### src/mesf_pkg.sv
// Constants and types shared by the meter event status flag block
package mesf_pkg;

  // ----------------------------------------
  // Register word indices (byte address = 4 * index)
  // ----------------------------------------
  localparam logic [15:0] STATUS_IDX = 16'he503;
  localparam logic [15:0] MASK_IDX = 16'he600;
  localparam logic [15:0] CTRL_IDX = 16'he601;
  localparam logic [15:0] IDLE_PH_IDX = 16'he602;
  localparam logic [15:0] PH_EVT_IDX = 16'he603;
  localparam logic [15:0] THRESH_IDX = 16'he604;

  // ----------------------------------------
  // Status and control bit positions
  // ----------------------------------------
  localparam int TOT_IDLE_BIT = 0;
  localparam int FUND_IDLE_BIT = 1;
  localparam int APP_IDLE_BIT = 2;
  localparam int VOLT_TIMEOUT_LSB = 3;
  localparam int CURR_TIMEOUT_LSB = 6;
  localparam int VOLT_SEEN_LSB = 9;
  localparam int CURR_SEEN_LSB = 12;
  localparam int RESET_DONE_BIT = 15;
  localparam int SAG_BIT = 16;
  localparam int HIGH_CURR_BIT = 17;
  localparam int HIGH_VOLT_BIT = 18;
  localparam int ORDER_ERR_BIT = 19;
  localparam int NEUTRAL_BIT = 20;
  localparam int CURR_PEAK_BIT = 23;
  localparam int VOLT_PEAK_BIT = 24;
  localparam int CKSUM_BIT = 25;
  localparam int CTRL_SOFTWARE_RESET_COMMAND_BIT = 0;

  // ----------------------------------------
  // Phase field positions
  // ----------------------------------------
  localparam int TOT_PH_LSB = 0;
  localparam int FUND_PH_LSB = 3;
  localparam int APP_PH_LSB = 6;
  localparam int HIGH_CURR_PH_LSB = 3;
  localparam int HIGH_VOLT_PH_LSB = 9;
  localparam int SAG_PH_LSB = 12;

  // ----------------------------------------
  // Reset values and masks
  // ----------------------------------------
  localparam logic [31:0] STATUS_RESET = 32'h0020_8000;
  localparam logic [31:0] RSVD_ONE = 32'h0020_0000;
  localparam logic [31:0] FLAG_MASK = 32'h039f_ffff;
  localparam logic [31:0] MASK_RESET = 32'h0000_0000;
  localparam logic [23:0] THRESH_RESET = 24'h00_0000;
  localparam logic [8:0] PHASE_RESET = 9'h000;
  localparam logic [14:0] PH_EVT_RESET = 15'h0000;

  // ----------------------------------------
  // Timing
  // ----------------------------------------
  localparam int CLK_PERIOD_NS = 25;
  localparam int SETTLE_TIME_NS = 1000;
  localparam int SETTLE_CYC = (SETTLE_TIME_NS + CLK_PERIOD_NS - 1) / CLK_PERIOD_NS;
  localparam logic [7:0] SETTLE_LAST = 8'(SETTLE_CYC - 1);

  // ----------------------------------------
  // Types
  // ----------------------------------------
  typedef enum logic [1:0] {
    PWR_NORMAL = 2'h0,
    PWR_REDUCED_ONE = 2'h1,
    PWR_REDUCED_TWO = 2'h2,
    PWR_SLEEP = 2'h3
  } mesf_pwr_t;

  typedef enum logic [1:0] {
    ST_RUN = 2'b01,
    ST_SETTLE = 2'b10
  } mesf_state_t;

  // Byte enables to a 32-bit bit mask
  function automatic logic [31:0] be_mask(input logic [3:0] be);
    be_mask = {{8{be[3]}}, {8{be[2]}}, {8{be[1]}}, {8{be[0]}}};
  endfunction : be_mask

endpackage : mesf_pkg

### src/mesf_order_chk.sv
// Phase rotation checker on rising voltage crossings
module mesf_order_chk (
  input wire logic clk, // Core clock
  input wire logic sys_rst, // Synchronous reset
  input wire logic [2:0] volt_rise, // Rising crossing pulses, C B A
  output logic order_err // One-cycle error pulse
);

  typedef struct packed {
    logic armed;
    logic err;
  } mesf_order_st_t;

  mesf_order_st_t s_q;
  mesf_order_st_t s_d;

  always_comb
  begin
    s_d = s_q;
    s_d.err = 1'b0;
    if (s_q.armed && volt_rise[1])
    begin
      s_d.armed = 1'b0;
    end
    else if (s_q.armed && volt_rise[2])
    begin
      s_d.armed = 1'b0;
      s_d.err = 1'b1;
    end
    if (volt_rise[0])
    begin
      s_d.armed = 1'b1;
    end
  end

  always_ff @(posedge clk)
  begin
    if (sys_rst)
      s_q <= '0;
    else
      s_q <= s_d;
  end

  assign order_err = s_q.err;

endmodule : mesf_order_chk

### src/mesf_neutral_cmp.sv
// Neutral current imbalance comparator
module mesf_neutral_cmp (
  input wire logic clk, // Core clock
  input wire logic sys_rst, // Synchronous reset
  input wire logic enable, // Neutral measurement present
  input wire logic signed [23:0] summed_phase_current, // Sum of phase currents
  input wire logic signed [23:0] neutral_current_sample, // Measured neutral
  input wire logic [23:0] neutral_imbalance_threshold, // Limit
  output logic over // Registered imbalance level
);

  typedef struct packed {
    logic over;
  } mesf_cmp_st_t;

  mesf_cmp_st_t s_q;
  mesf_cmp_st_t s_d;
  logic signed [24:0] diff;
  logic [24:0] mag;

  always_comb
  begin
    diff = 25'(summed_phase_current) - 25'(neutral_current_sample);
    mag = diff[24] ? 25'(-diff) : 25'(diff);
    s_d.over = enable && (mag > {1'b0, neutral_imbalance_threshold});
  end

  always_ff @(posedge clk)
  begin
    if (sys_rst)
      s_q <= '0;
    else
      s_q <= s_d;
  end

  assign over = s_q.over;

endmodule : mesf_neutral_cmp

### src/mesf_status_top.sv
// Event status flag register with Avalon-MM access and interrupt line
//
// Chosen here: register access over Avalon-MM.

// Behaviour
// Bit 0 sets on total-power idle; phase latched in idle phase bits 2:0.
// Bit 1 sets on fundamental idle; phase in bits 5:3; zero without fundamental.
// Bit 2 sets on apparent-power idle; phase in idle phase bits 8:6.
// Bits 3 to 5 set on missing voltage crossing, phases A, B, C.
// Bits 6 to 8 set on missing current crossing, phases A, B, C.
// Bits 9 to 11 set on detected voltage crossing, phases A, B, C.
// Bits 12 to 14 set on detected current crossing, phases A, B, C.
// Bit 15 resets to 1; sets after any reset or return to normal power.
// Reset-complete flag pulls the interrupt low and cannot be masked.
// Bit 16 sets on sag; phases in phase event bits 14:12.
// Bit 17 sets on overcurrent; phases in phase event bits 5:3.
// Bit 18 sets on overvoltage; phases in phase event bits 11:9.
// Bit 19 sets when A rising is followed by C, not B.
// Bit 20 sets on neutral imbalance above threshold; zero without neutral.
// Bit 21 reads 1; bits 22 and 31 to 26 read 0.
// Bit 23 sets when current peak period ends.
// Bit 24 sets when voltage peak period ends.
// Bit 25 sets whenever the checksum value changes.
// Flags stay set until host writes 1; writing 0 leaves them.
// Interrupt low while any enabled flag or reset-complete is set.
module mesf_status_top #(
  parameter bit HAS_FUNDAMENTAL = 1'b1, // Fundamental metering present
  parameter bit HAS_NEUTRAL = 1'b1 // Neutral measurement present
) (
  input wire logic clk, // 40 MHz core clock
  input wire logic sys_rst, // Synchronous reset, active high
  input wire logic [15:0] avs_address, // Word index
  input wire logic avs_read, // Read request
  input wire logic avs_write, // Write request
  input wire logic [31:0] avs_writedata, // Write data
  input wire logic [3:0] avs_byteenable, // Byte lanes
  output logic [31:0] avs_readdata, // Read data
  output logic avs_waitrequest, // Stall
  input wire logic total_power_idle_flag, // Total idle event pulse
  input wire logic [2:0] total_idle_phase_field, // Phases for it
  input wire logic fundamental_power_idle_flag, // Fundamental idle pulse
  input wire logic [2:0] fundamental_idle_phase_field, // Phases for it
  input wire logic apparent_power_idle_flag, // Apparent idle pulse
  input wire logic [2:0] apparent_idle_phase_field, // Phases for it
  input wire logic [2:0] volt_crossing_timeout, // Missing crossing, C B A
  input wire logic [2:0] curr_crossing_timeout, // Missing crossing, C B A
  input wire logic [2:0] volt_crossing_seen, // Crossing seen, C B A
  input wire logic [2:0] curr_crossing_seen, // Crossing seen, C B A
  input wire logic [2:0] volt_rising_crossing, // Rising crossing, C B A
  input wire logic [2:0] sag_phase_field, // Sag event phases
  input wire logic [2:0] high_current_phase_field, // Overcurrent phases
  input wire logic [2:0] high_voltage_phase_field, // Overvoltage phases
  input wire logic signed [23:0] summed_phase_current, // Phase current sum
  input wire logic signed [23:0] neutral_current_sample, // Neutral current
  input wire logic current_peak_done, // Current peak period end
  input wire logic voltage_peak_done, // Voltage peak period end
  input wire logic [31:0] config_checksum, // Checksum value
  input wire logic [1:0] power_state, // Power mode
  output logic second_interrupt_output_n // Interrupt, active low
);

  // ----------------------------------------
  // State
  // ----------------------------------------
  typedef struct packed {
    mesf_pkg::mesf_state_t state;
    logic [7:0] settle_cnt;
    logic [31:0] flags;
    logic [31:0] mask;
    logic [8:0] idle_phase;
    logic [14:0] phase_event;
    logic [23:0] thresh;
    logic [31:0] cksum;
    logic cksum_valid;
    logic [1:0] pwr;
    logic ack;
    logic [31:0] rdata;
    logic irq_n;
  } mesf_top_st_t;

  mesf_top_st_t s_q;
  mesf_top_st_t s_d;

  logic order_err;
  logic neutral_over;
  logic [31:0] ev;
  logic [31:0] clr;
  logic [31:0] wmask;
  logic req;
  logic wr_done;
  logic soft_rst;
  logic wake;
  logic [31:0] rd_val;
  logic [31:0] be_bits;
  logic [31:0] thresh_new;
  logic hit_status;
  logic hit_mask;
  logic hit_ctrl;
  logic hit_thresh;
  logic in_run;
  logic settle_done;

  // ----------------------------------------
  // Functions
  // ----------------------------------------
  // Merge the enabled byte lanes of new data into an old value
  function automatic logic [31:0] lane_merge(
    input logic [31:0] old_val,
    input logic [31:0] lanes,
    input logic [31:0] new_val
  );
    lane_merge = (old_val & ~lanes) | (new_val & lanes);
  endfunction : lane_merge

  // ----------------------------------------
  // Helpers
  // ----------------------------------------
  mesf_order_chk u_order (
    .clk(clk),
    .sys_rst(sys_rst),
    .volt_rise(volt_rising_crossing),
    .order_err(order_err)
  );

  mesf_neutral_cmp u_neutral (
    .clk(clk),
    .sys_rst(sys_rst),
    .enable(HAS_NEUTRAL),
    .summed_phase_current(summed_phase_current),
    .neutral_current_sample(neutral_current_sample),
    .neutral_imbalance_threshold(s_q.thresh),
    .over(neutral_over)
  );

  // ----------------------------------------
  // Event vector
  // ----------------------------------------
  always_comb
  begin
    ev = 32'h0000_0000;
    ev[mesf_pkg::TOT_IDLE_BIT] = total_power_idle_flag;
    ev[mesf_pkg::FUND_IDLE_BIT] = HAS_FUNDAMENTAL && fundamental_power_idle_flag;
    ev[mesf_pkg::APP_IDLE_BIT] = apparent_power_idle_flag;
    ev[mesf_pkg::VOLT_TIMEOUT_LSB +: 3] = volt_crossing_timeout;
    ev[mesf_pkg::CURR_TIMEOUT_LSB +: 3] = curr_crossing_timeout;
    ev[mesf_pkg::VOLT_SEEN_LSB +: 3] = volt_crossing_seen;
    ev[mesf_pkg::CURR_SEEN_LSB +: 3] = curr_crossing_seen;
    ev[mesf_pkg::SAG_BIT] = |sag_phase_field;
    ev[mesf_pkg::HIGH_CURR_BIT] = |high_current_phase_field;
    ev[mesf_pkg::HIGH_VOLT_BIT] = |high_voltage_phase_field;
    ev[mesf_pkg::ORDER_ERR_BIT] = order_err;
    ev[mesf_pkg::NEUTRAL_BIT] = neutral_over;
    ev[mesf_pkg::CURR_PEAK_BIT] = current_peak_done;
    ev[mesf_pkg::VOLT_PEAK_BIT] = voltage_peak_done;
    ev[mesf_pkg::CKSUM_BIT] = s_q.cksum_valid && (config_checksum != s_q.cksum);
  end

  // ----------------------------------------
  // Bus decode
  // ----------------------------------------
  assign req = avs_read || avs_write;
  assign wr_done = avs_write && s_q.ack;
  assign be_bits = mesf_pkg::be_mask(avs_byteenable);
  assign wmask = avs_writedata & be_bits;

  // ----------------------------------------
  // Address decode
  // ----------------------------------------
  assign hit_status = (avs_address == mesf_pkg::STATUS_IDX);
  assign hit_mask = (avs_address == mesf_pkg::MASK_IDX);
  assign hit_ctrl = (avs_address == mesf_pkg::CTRL_IDX);
  assign hit_thresh = (avs_address == mesf_pkg::THRESH_IDX);
  assign in_run = (s_q.state == mesf_pkg::ST_RUN);
  // Threshold keeps only its three low lanes
  assign thresh_new = lane_merge({8'h00, s_q.thresh}, be_bits, avs_writedata);
  assign settle_done = (s_q.settle_cnt == mesf_pkg::SETTLE_LAST);

  always_comb
  begin
    case (avs_address)
      mesf_pkg::STATUS_IDX:
      begin
        rd_val = (s_q.flags & mesf_pkg::FLAG_MASK) | mesf_pkg::RSVD_ONE;
      end
      mesf_pkg::MASK_IDX:
      begin
        rd_val = s_q.mask & mesf_pkg::FLAG_MASK;
      end
      mesf_pkg::CTRL_IDX:
      begin
        // Soft reset bit is a strobe and reads back 0
        rd_val = 32'h0000_0000;
      end
      mesf_pkg::IDLE_PH_IDX:
      begin
        rd_val = {23'h00_0000, s_q.idle_phase};
      end
      mesf_pkg::PH_EVT_IDX:
      begin
        rd_val = {17'h0_0000, s_q.phase_event};
      end
      mesf_pkg::THRESH_IDX:
      begin
        rd_val = {8'h00, s_q.thresh};
      end
      default:
      begin
        rd_val = 32'h0000_0000;
      end
    endcase
  end

  // W1C clear mask for the status word
  always_comb
  begin
    clr = 32'h0000_0000;
    if (wr_done && hit_status && in_run)
    begin
      clr = wmask & mesf_pkg::FLAG_MASK;
    end
  end

  assign soft_rst = wr_done && hit_ctrl && avs_byteenable[0]
    && avs_writedata[mesf_pkg::CTRL_SOFTWARE_RESET_COMMAND_BIT];
  assign wake = (s_q.pwr != mesf_pkg::PWR_NORMAL) && (power_state == mesf_pkg::PWR_NORMAL);

  // ----------------------------------------
  // Next state
  // ----------------------------------------
  always_comb
  begin
    s_d = s_q;
    s_d.ack = req && !s_q.ack;
    if (req && !s_q.ack)
    begin
      s_d.rdata = avs_read ? rd_val : s_q.rdata;
    end
    s_d.pwr = power_state;
    s_d.cksum = config_checksum;
    s_d.cksum_valid = 1'b1;

    case (s_q.state)
      mesf_pkg::ST_RUN:
      begin
        // Set wins over a clear in the same cycle
        s_d.flags = ((s_q.flags & ~clr) | ev) & mesf_pkg::FLAG_MASK;
        s_d.flags = s_d.flags | mesf_pkg::RSVD_ONE;
        if (total_power_idle_flag)
        begin
          s_d.idle_phase[mesf_pkg::TOT_PH_LSB +: 3] = total_idle_phase_field;
        end
        if (HAS_FUNDAMENTAL && fundamental_power_idle_flag)
        begin
          s_d.idle_phase[mesf_pkg::FUND_PH_LSB +: 3] = fundamental_idle_phase_field;
        end
        if (apparent_power_idle_flag)
        begin
          s_d.idle_phase[mesf_pkg::APP_PH_LSB +: 3] = apparent_idle_phase_field;
        end
        if (|sag_phase_field)
        begin
          s_d.phase_event[mesf_pkg::SAG_PH_LSB +: 3] = sag_phase_field;
        end
        if (|high_current_phase_field)
        begin
          s_d.phase_event[mesf_pkg::HIGH_CURR_PH_LSB +: 3] = high_current_phase_field;
        end
        if (|high_voltage_phase_field)
        begin
          s_d.phase_event[mesf_pkg::HIGH_VOLT_PH_LSB +: 3] = high_voltage_phase_field;
        end
        if (wr_done && hit_mask)
        begin
          s_d.mask = lane_merge(s_q.mask, be_bits, avs_writedata) & mesf_pkg::FLAG_MASK;
        end
        if (wr_done && hit_thresh)
        begin
          s_d.thresh = thresh_new[23:0];
        end
        if (soft_rst || wake)
        begin
          s_d.state = mesf_pkg::ST_SETTLE;
          s_d.settle_cnt = 8'h00;
        end
      end
      mesf_pkg::ST_SETTLE:
      begin
        // All registers return to defaults before completion is reported
        s_d.flags = mesf_pkg::RSVD_ONE;
        s_d.mask = mesf_pkg::MASK_RESET;
        s_d.thresh = mesf_pkg::THRESH_RESET;
        s_d.idle_phase = mesf_pkg::PHASE_RESET;
        s_d.phase_event = mesf_pkg::PH_EVT_RESET;
        s_d.settle_cnt = s_q.settle_cnt + 8'h01;
        if (settle_done)
        begin
          s_d.flags[mesf_pkg::RESET_DONE_BIT] = 1'b1;
          s_d.state = mesf_pkg::ST_RUN;
        end
      end
      default:
      begin
        s_d.state = mesf_pkg::ST_RUN;
      end
    endcase

    // Enabled flags or unmaskable reset-complete pull the line low
    s_d.irq_n = !((|(s_d.flags & s_d.mask & mesf_pkg::FLAG_MASK))
      || s_d.flags[mesf_pkg::RESET_DONE_BIT]);
  end

  // ----------------------------------------
  // Registers
  // ----------------------------------------
  always_ff @(posedge clk)
  begin
    if (sys_rst)
    begin
      s_q.state <= mesf_pkg::ST_RUN;
      s_q.settle_cnt <= 8'h00;
      s_q.flags <= mesf_pkg::STATUS_RESET;
      s_q.mask <= mesf_pkg::MASK_RESET;
      s_q.idle_phase <= mesf_pkg::PHASE_RESET;
      s_q.phase_event <= mesf_pkg::PH_EVT_RESET;
      s_q.thresh <= mesf_pkg::THRESH_RESET;
      s_q.cksum <= 32'h0000_0000;
      s_q.cksum_valid <= 1'b0;
      s_q.pwr <= mesf_pkg::PWR_NORMAL;
      s_q.ack <= 1'b0;
      s_q.rdata <= 32'h0000_0000;
      s_q.irq_n <= 1'b0;
    end
    else
    begin
      s_q <= s_d;
    end
  end

  // ----------------------------------------
  // Outputs
  // ----------------------------------------
  assign avs_readdata = s_q.rdata;
  assign avs_waitrequest = req && !s_q.ack;
  assign second_interrupt_output_n = s_q.irq_n;

endmodule : mesf_status_top

### config.mk
export PLATFORM = sky130hd
export DESIGN_NAME = mesf_status_top
export DESIGN_NICKNAME = d
export VERILOG_FILES = /design/src/mesf_pkg.sv /design/src/mesf_order_chk.sv /design/src/mesf_neutral_cmp.sv /design/src/mesf_status_top.sv
export SDC_FILE = /design/constraint.sdc
export NUM_CORES = 1
export LEC_CHECK = 0
export BUFFER_PORTS_ARGS = -buffer_cell sky130_fd_sc_hd__buf_2
export CORE_MARGIN = 2
export CORE_UTILIZATION = 42
export DETAILED_ROUTE_END_ITERATION = 7
export GPL_TIMING_DRIVEN = 1
export PLACE_DENSITY_LB_ADDON = 0.05
export SETUP_SLACK_MARGIN = 0.1
export SLEW_MARGIN = 20
export SYNTH_ARGS = -nofsm -noshare
export SYNTH_HDL_FRONTEND = slang
export SYNTH_SLANG_ARGS = --single-unit
### constraint.sdc
create_clock -name clk -period 11.62 [get_ports clk]
set_clock_uncertainty 0.05 [all_clocks]
set_input_delay 1.162 -clock clk [delete_from_list [all_inputs] [get_ports clk]]
set_output_delay 1.162 -clock clk [all_outputs]
set_load 0.03 [all_outputs]
# Yosys cells after proc, flatten, opt, wreduce, memory -nomap -nowiden
# Index checks and enable logic that the tools add are counted.
# word_totals
regBits	188
latch_bits	0
ramBits	0
mem_bits_ro	0
inputBits	176
output_inout_bits	34
wordCells	114
memories	0
# classes
n_addsub	3
multipliers	0
div	0
magnitude_cmp	1
n_eq_ne	19
shifts	0
mux	24
n_bitwise	10
n_reduce_logical	37
# ops
cell	count
one-hot mux 87 bit (2 select lines)	1
one-hot mux 26 bit (5 select lines)	1
bitwise AND 26 bit	4
== test 16 bit, second input constant	6
two-way mux 32 bit	3
NOT 26 bit	2
OR 26 bit	2
one-hot mux 24 bit (2 select lines)	1
two-way mux 37 bit	1
inequality test 32 bit	1
two-way mux 26 bit	1
greater-than comparator 25 x 24 -> 1 bit	1
two-way mux 25 bit	1
negation 25 bit	1
subtractor 24 x 24 -> 25 bit	1
bitwise AND 24 bit	1
two-way mux 24 bit	1
OR 24 bit	1
OR reduction 24 bit	1
AND reduction 2 bit	10
two-way mux 3 bit	6
inequality test 2 bit, second input constant	7
logical AND 1 bit	13
two-way mux 10 bit	1
16 further kinds	26

# Longest topological paths before layout
# depth
ltp_word	13
ltp_mapped	22
depth_no_buf	22

# By module
# Synthesis repeated with hierarchy kept, for this count alone.
# unflattened
cells_unflattened	1294
area_unflattened_um2	10428.8
# modules_own_cells
mod	n_inst	cells_per_inst	area_each_um2	seq_area_each_um2
mesf_status_top	1	906	7727.4	3263.1
mesf_neutral_cmp	1	382	2633.8	20.0
mesf_order_chk	1	6	67.6	40.0

# Worst setup path before layout
# Ideal clock, no wire load.
# synth_timing
kind	input to register
start	in summed_phase_current[0]
end	reg u_neutral.s_q (netlist: u_neutral.over)
setup_time_ns	0.131
t_arrival_ns	5.246
path_slack_ns	6.192
path_stages	22
path_buffers	1
cell_sequence	inv_1 -> ha_1 -> fa_1 -> nor2b_1 -> o31ai_1 -> a211o_1 -> a31oi_1 -> o21ai_0 -> a311oi_1 -> clkbuf_1 -> nor2_1 -> xor2_1 -> ha_1 -> a21o_1 -> a21o_1 -> a21oi_1 -> o21ai_0 -> a221oi_1 -> nor2_1 -> o21a_1 -> o21ai_0 -> o41ai_2
# synth_between
elab_chain_cells	4
# synth_lines
element	line_no	text
from (decl)	mesf_status_top.sv:53	input wire logic signed [23:0] summed_phase_current,
subtractor 24 x 24 -> 25 bit *	mesf_neutral_cmp.sv:23	diff = 25'(summed_phase_current) - 25'(neutral_current_sample);
negation 25 bit	mesf_neutral_cmp.sv:24	mag = diff[24] ? 25'(-diff) : 25'(diff);
two-way mux 25 bit *	mesf_neutral_cmp.sv:24	
greater-than comparator 25 x 24 -> 1 bit *	mesf_neutral_cmp.sv:25	s_d.over = enable && (mag > {1'b0, neutral_imbalance_threshold});
to (signal assigned)	mesf_neutral_cmp.sv:31	s_q <= '0;
to (signal assigned)	mesf_neutral_cmp.sv:33	s_q <= s_d;
to (decl)	mesf_neutral_cmp.sv:16	mesf_cmp_st_t s_q;
# Every way passes the cells marked *; elsewhere a longest branch is shown, timed or not.
# A chain may end at the register's enable or synchronous reset.

# Worst setup path in the final report
# layout_timing
start	in neutral_current_sample[4]
end	reg u_neutral.s_q (netlist: u_neutral.over)
# layout_between
elab_chain_cells	4
# layout_lines
element	line_no	text
from (decl)	mesf_status_top.sv:54	input wire logic signed [23:0] neutral_current_sample,
subtractor 24 x 24 -> 25 bit *	mesf_neutral_cmp.sv:23	
negation 25 bit	mesf_neutral_cmp.sv:24	
two-way mux 25 bit *	mesf_neutral_cmp.sv:24	
greater-than comparator 25 x 24 -> 1 bit *	mesf_neutral_cmp.sv:25	
# Marked as above.

==> qor.txt <==
outcome: completed
First DRT Iteration DRCs: 753
Slowest cell on crit path: a211oi_1
FF-to-FF End: second_interrupt_output_n$_SDFF_PP0_
WL final: 32.10 mm
async set-reset flop share out of synthesis: 0%
global-route wire length before repair: 50.56 mm
GP Congestion: 0.8618
row count: 57
vias per cell: 5.593
detailed-placement wirelength estimate: 23.87 mm
share of layout cells above drive strength 1: 18.81%
Starting Density: 42.40%
r2r setup slk: 7.70 ns
max incr delay on CP: 0.59 ns
Clk pin slew, worst setup/hold paths: 0.07 ns
Post CTS Setup Buffer Count: 0
RR Startpoint: s_q[33]$_SDFF_PP0_
Core Box Area: 24030 µm²
I/O pin total: 210
final net count: 1642
Yosys reg bits: 166
CTS H-tree lvls: 4
post_cts resized: 0
Min-Delay Endpoint: avs_readdata[22]$_SDFFE_PP0P_
Clock Path Buffers: 2
port bufs: 197
clock latency on the worst-skew pair: 0.43 ns
routed vias: 9793
sequential share of the synthesized area: 32.61%
area growth from synthesis to layout: 16.13%
largest net degree at the start of global routing: 77
drt pass-1 iters: 6
CTS Hold Bufs: 0
CP Max Fanout: 7
drt drc: 0
CP arrival: 5.70 ns
DIE WIDTH: 159.8 µm
Leak Pwr: 4.792 nW
number of synthesized flops with an enable pin: 0
grt total ovfl: 0
Worst EP required: 11.85 ns
gr usage total: 24.81%
worst hold path depth: 2
Tcrit/Tclk final: 47.00%
Die ar.: 25520 µm²
FMAX: 183.1 MHz
number of global-route vias before repair: 9234
Final Hold Viols: 0
headroom to the max-slew limit: 22.22%
mapped cell area: 10190 µm²
Synth cell types: 73
clock root cell: clkbuf_16
synth warn: 0
Power per Cell Area: 173.5 nW/µm²
Die Height: 159.8 µm
Worst setup EP type: flop
DRT antenna net count: 0
initial antenna violation count: 3
top_reg_cell synth: dfxtp_1
Peak VDD IR: 0.1173 mV
post-layout minimum cycle time: 5.462 ns
Setup CP Type: input port to flop
Worst R2R Path Depth: 9
Hold Crit Start: avs_readdata[22]$_SDFFE_PP0P_
RSZ-0062 raised after global routing: false
Mapped Cells: 1276
WL/cell: 18.33 µm
CTS tree: yes
crit path cell chain: buf_2 > inv_1 > ha_1 > and2_1 > o211ai_1 > a211oi_1 > nor2_1 > xnor2_1 > or3_1 > nor4_2 > a31oi_1 > xor2_1 > ha_1 > a21oi_1 > nor2b_1 > o21ai_0 > o211ai_1 > a221oi_1 > nor2_1 > o21a_1 > o21ai_0 > o41ai_2
final setup fails: 0
final setup TNS: 0 ns
Worst Tran Pin Value: 1.156 ns
Power Total: 0.002053 W
WHS: 0.4109 ns
Max Cap Viol: 0
CTS buffer count: 17
CTS sink cnt: 166
Hold Path Class: flop to flop
Startpoint Class: input port
Pins Over Slew Limit: 0
Post-Syn Area per Cell: 7.986 µm²
==> worst max path at each step <==
stage                                 to                       from
6_report       u_neutral.over$_SDFF_PP0_  neutral_current_sample[4]
5_1_grt        u_neutral.over$_SDFF_PP0_  neutral_current_sample[4]
4_1_cts        u_neutral.over$_SDFF_PP0_  neutral_current_sample[4]
3_5_place_dp   u_neutral.over$_SDFF_PP0_  neutral_current_sample[4]
3_3_place_gp   u_neutral.over$_SDFF_PP0_  neutral_current_sample[4]
2_1_floorplan  u_neutral.over$_SDFF_PP0_    summed_phase_current[0]
==> logic make-up (layout without fill, tap and decap cells) <==
kind of cell / after synthesis / in the layout / share of synthesized area (%)
simple gates: 468 / 468 / 23.27
compound gates: 342 / 342 / 22.62
flops: 166 / 166 / 32.61
buf+inv: 159 / 303 / 7.171
xor+xnor: 77 / 77 / 6.618
fa+ha+maj: 53 / 53 / 6.582
mux: 10 / 10 / 1.093
other cells: 1 / 8 / 0.03680
==> synth_stat cells (4+ instances only) <==
cell type / instances / share of area (%)
and3_1: 14 / 0.86
nor4_2: 4 / 0.49
or4_1: 7 / 0.52
a21boi_0: 4 / 0.29
buf_4: 33 / 2.4
a221oi_1: 7 / 0.60
and4_1: 6 / 0.52
o211ai_1: 12 / 0.88
buf_1: 8 / 0.29
nor2b_1: 54 / 3.3
a41oi_1: 4 / 0.34
a21oi_1: 103 / 5.1
a222oi_1: 17 / 1.7
o31ai_1: 6 / 0.44
a221o_1: 5 / 0.49
nand2_1: 85 / 3.1
nor3b_1: 13 / 0.96
nand3_1: 25 / 1.2
o22ai_1: 4 / 0.25
nand4_1: 26 / 1.6
o21ai_0: 40 / 2.0
a22oi_1: 53 / 3.9
ha_1: 52 / 6.4
a22o_1: 8 / 0.69
and2_1: 13 / 0.80
nand2b_1: 7 / 0.43
a211o_1: 5 / 0.43
clkbuf_1: 52 / 1.9
nor3_1: 17 / 0.83
xnor2_1: 55 / 4.7
nor4_1: 5 / 0.31
mux2_2: 9 / 0.99
dfxtp_1: 166 / 33
and3b_1: 5 / 0.43
a31oi_1: 18 / 1.1
inv_1: 62 / 2.3
xor2_1: 22 / 1.9
or2_2: 5 / 0.31
a211oi_1: 9 / 0.66
nor2_1: 167 / 6.2
o21a_1: 8 / 0.59
a21o_1: 17 / 1.3
==> critical path, delay by kind of cell <==
kind | cells | cell delay [ns]
compound gates | 10 | 2.05
xor+xnor | 2 | 0.36
fa+ha+maj | 2 | 0.69
buf+inv | 2 | 0.11
simple gates | 6 | 1.32
==> sequential cells by signal, summed over array words and instances (netlist names) <==
| register | count |
|---|---|
| u_order.s_q | 1 |
| avs_readdata | 26 |
| u_neutral.over | 1 |
| u_order.order_err | 1 |
| second_interrupt_output_n | 1 |
| s_q | 136 |
==> cells in the final DEF (no fill, tap or decap), drive strengths merged, types with 10 or more instances in the layout <==
cell	Yosys	routed
and2	13	13
a31oi	18	18
nor3b	13	13
o211ai	12	12
a21oi	104	104
xnor2	55	55
xor2	22	22
a22oi	53	53
buf	44	209
nor4	10	10
and3	14	14
nor3	17	17
ha	52	52
nor2	167	167
inv	62	67
dfxtp	166	166
a222oi	17	17
o21ai	42	42
nand2	85	85
clkbuf	52	18
a21o	17	17
nand3	25	25
nand4	26	26
nor2b	54	54
==> stage by stage <==
step                      worst slack [ns]  cells  utilization (%)  area, µm²
after global routing                 5.598   1749            49.22      11830
final                                6.158   1751            49.24      11830
after CTS                            6.136   1749            49.22      11830
after floorplan                      6.192   1281                -      10210
after detailed placement             5.687   1718            46.71      11230
after global placement               5.690   1718            46.71      11230
==> routing by layer <==
layer | global-route usage [%] | up-vias | share of wire, %
met5 | 0 | - | 0.047
met4 | 10.62 | 2 | 3.2
met3 | 4.442 | 53 | 7.1
met2 | 40.20 | 391 | 45
met1 | 32.48 | 4524 | 44
li1 | - | 4823 | -
==> layout make-up <==
| class | count | area, µm² |
|---|---|---|
| fillers | 2462 | 12200 |
| multi-input cells | 956 | 6183 |
| flip-flops and latches | 166 | 3323 |
| repair buffers | 209 | 1079 |
| clock buffers | 18 | 429.2 |
| well taps | 324 | 405.4 |
| inverters | 63 | 236.5 |
| clock inverters | 13 | 172.7 |
| diodes | 2 | 5.005 |
==> power by group <==
group / switching, W / internal, W / total (W)
Clock: 0.000247 / 0.000341 / 0.000588
Sequential: 0.0000490 / 0.000639 / 0.000688
Combinational: 0.000495 / 0.000282 / 0.000777
(Power assumes the default switching activity.)
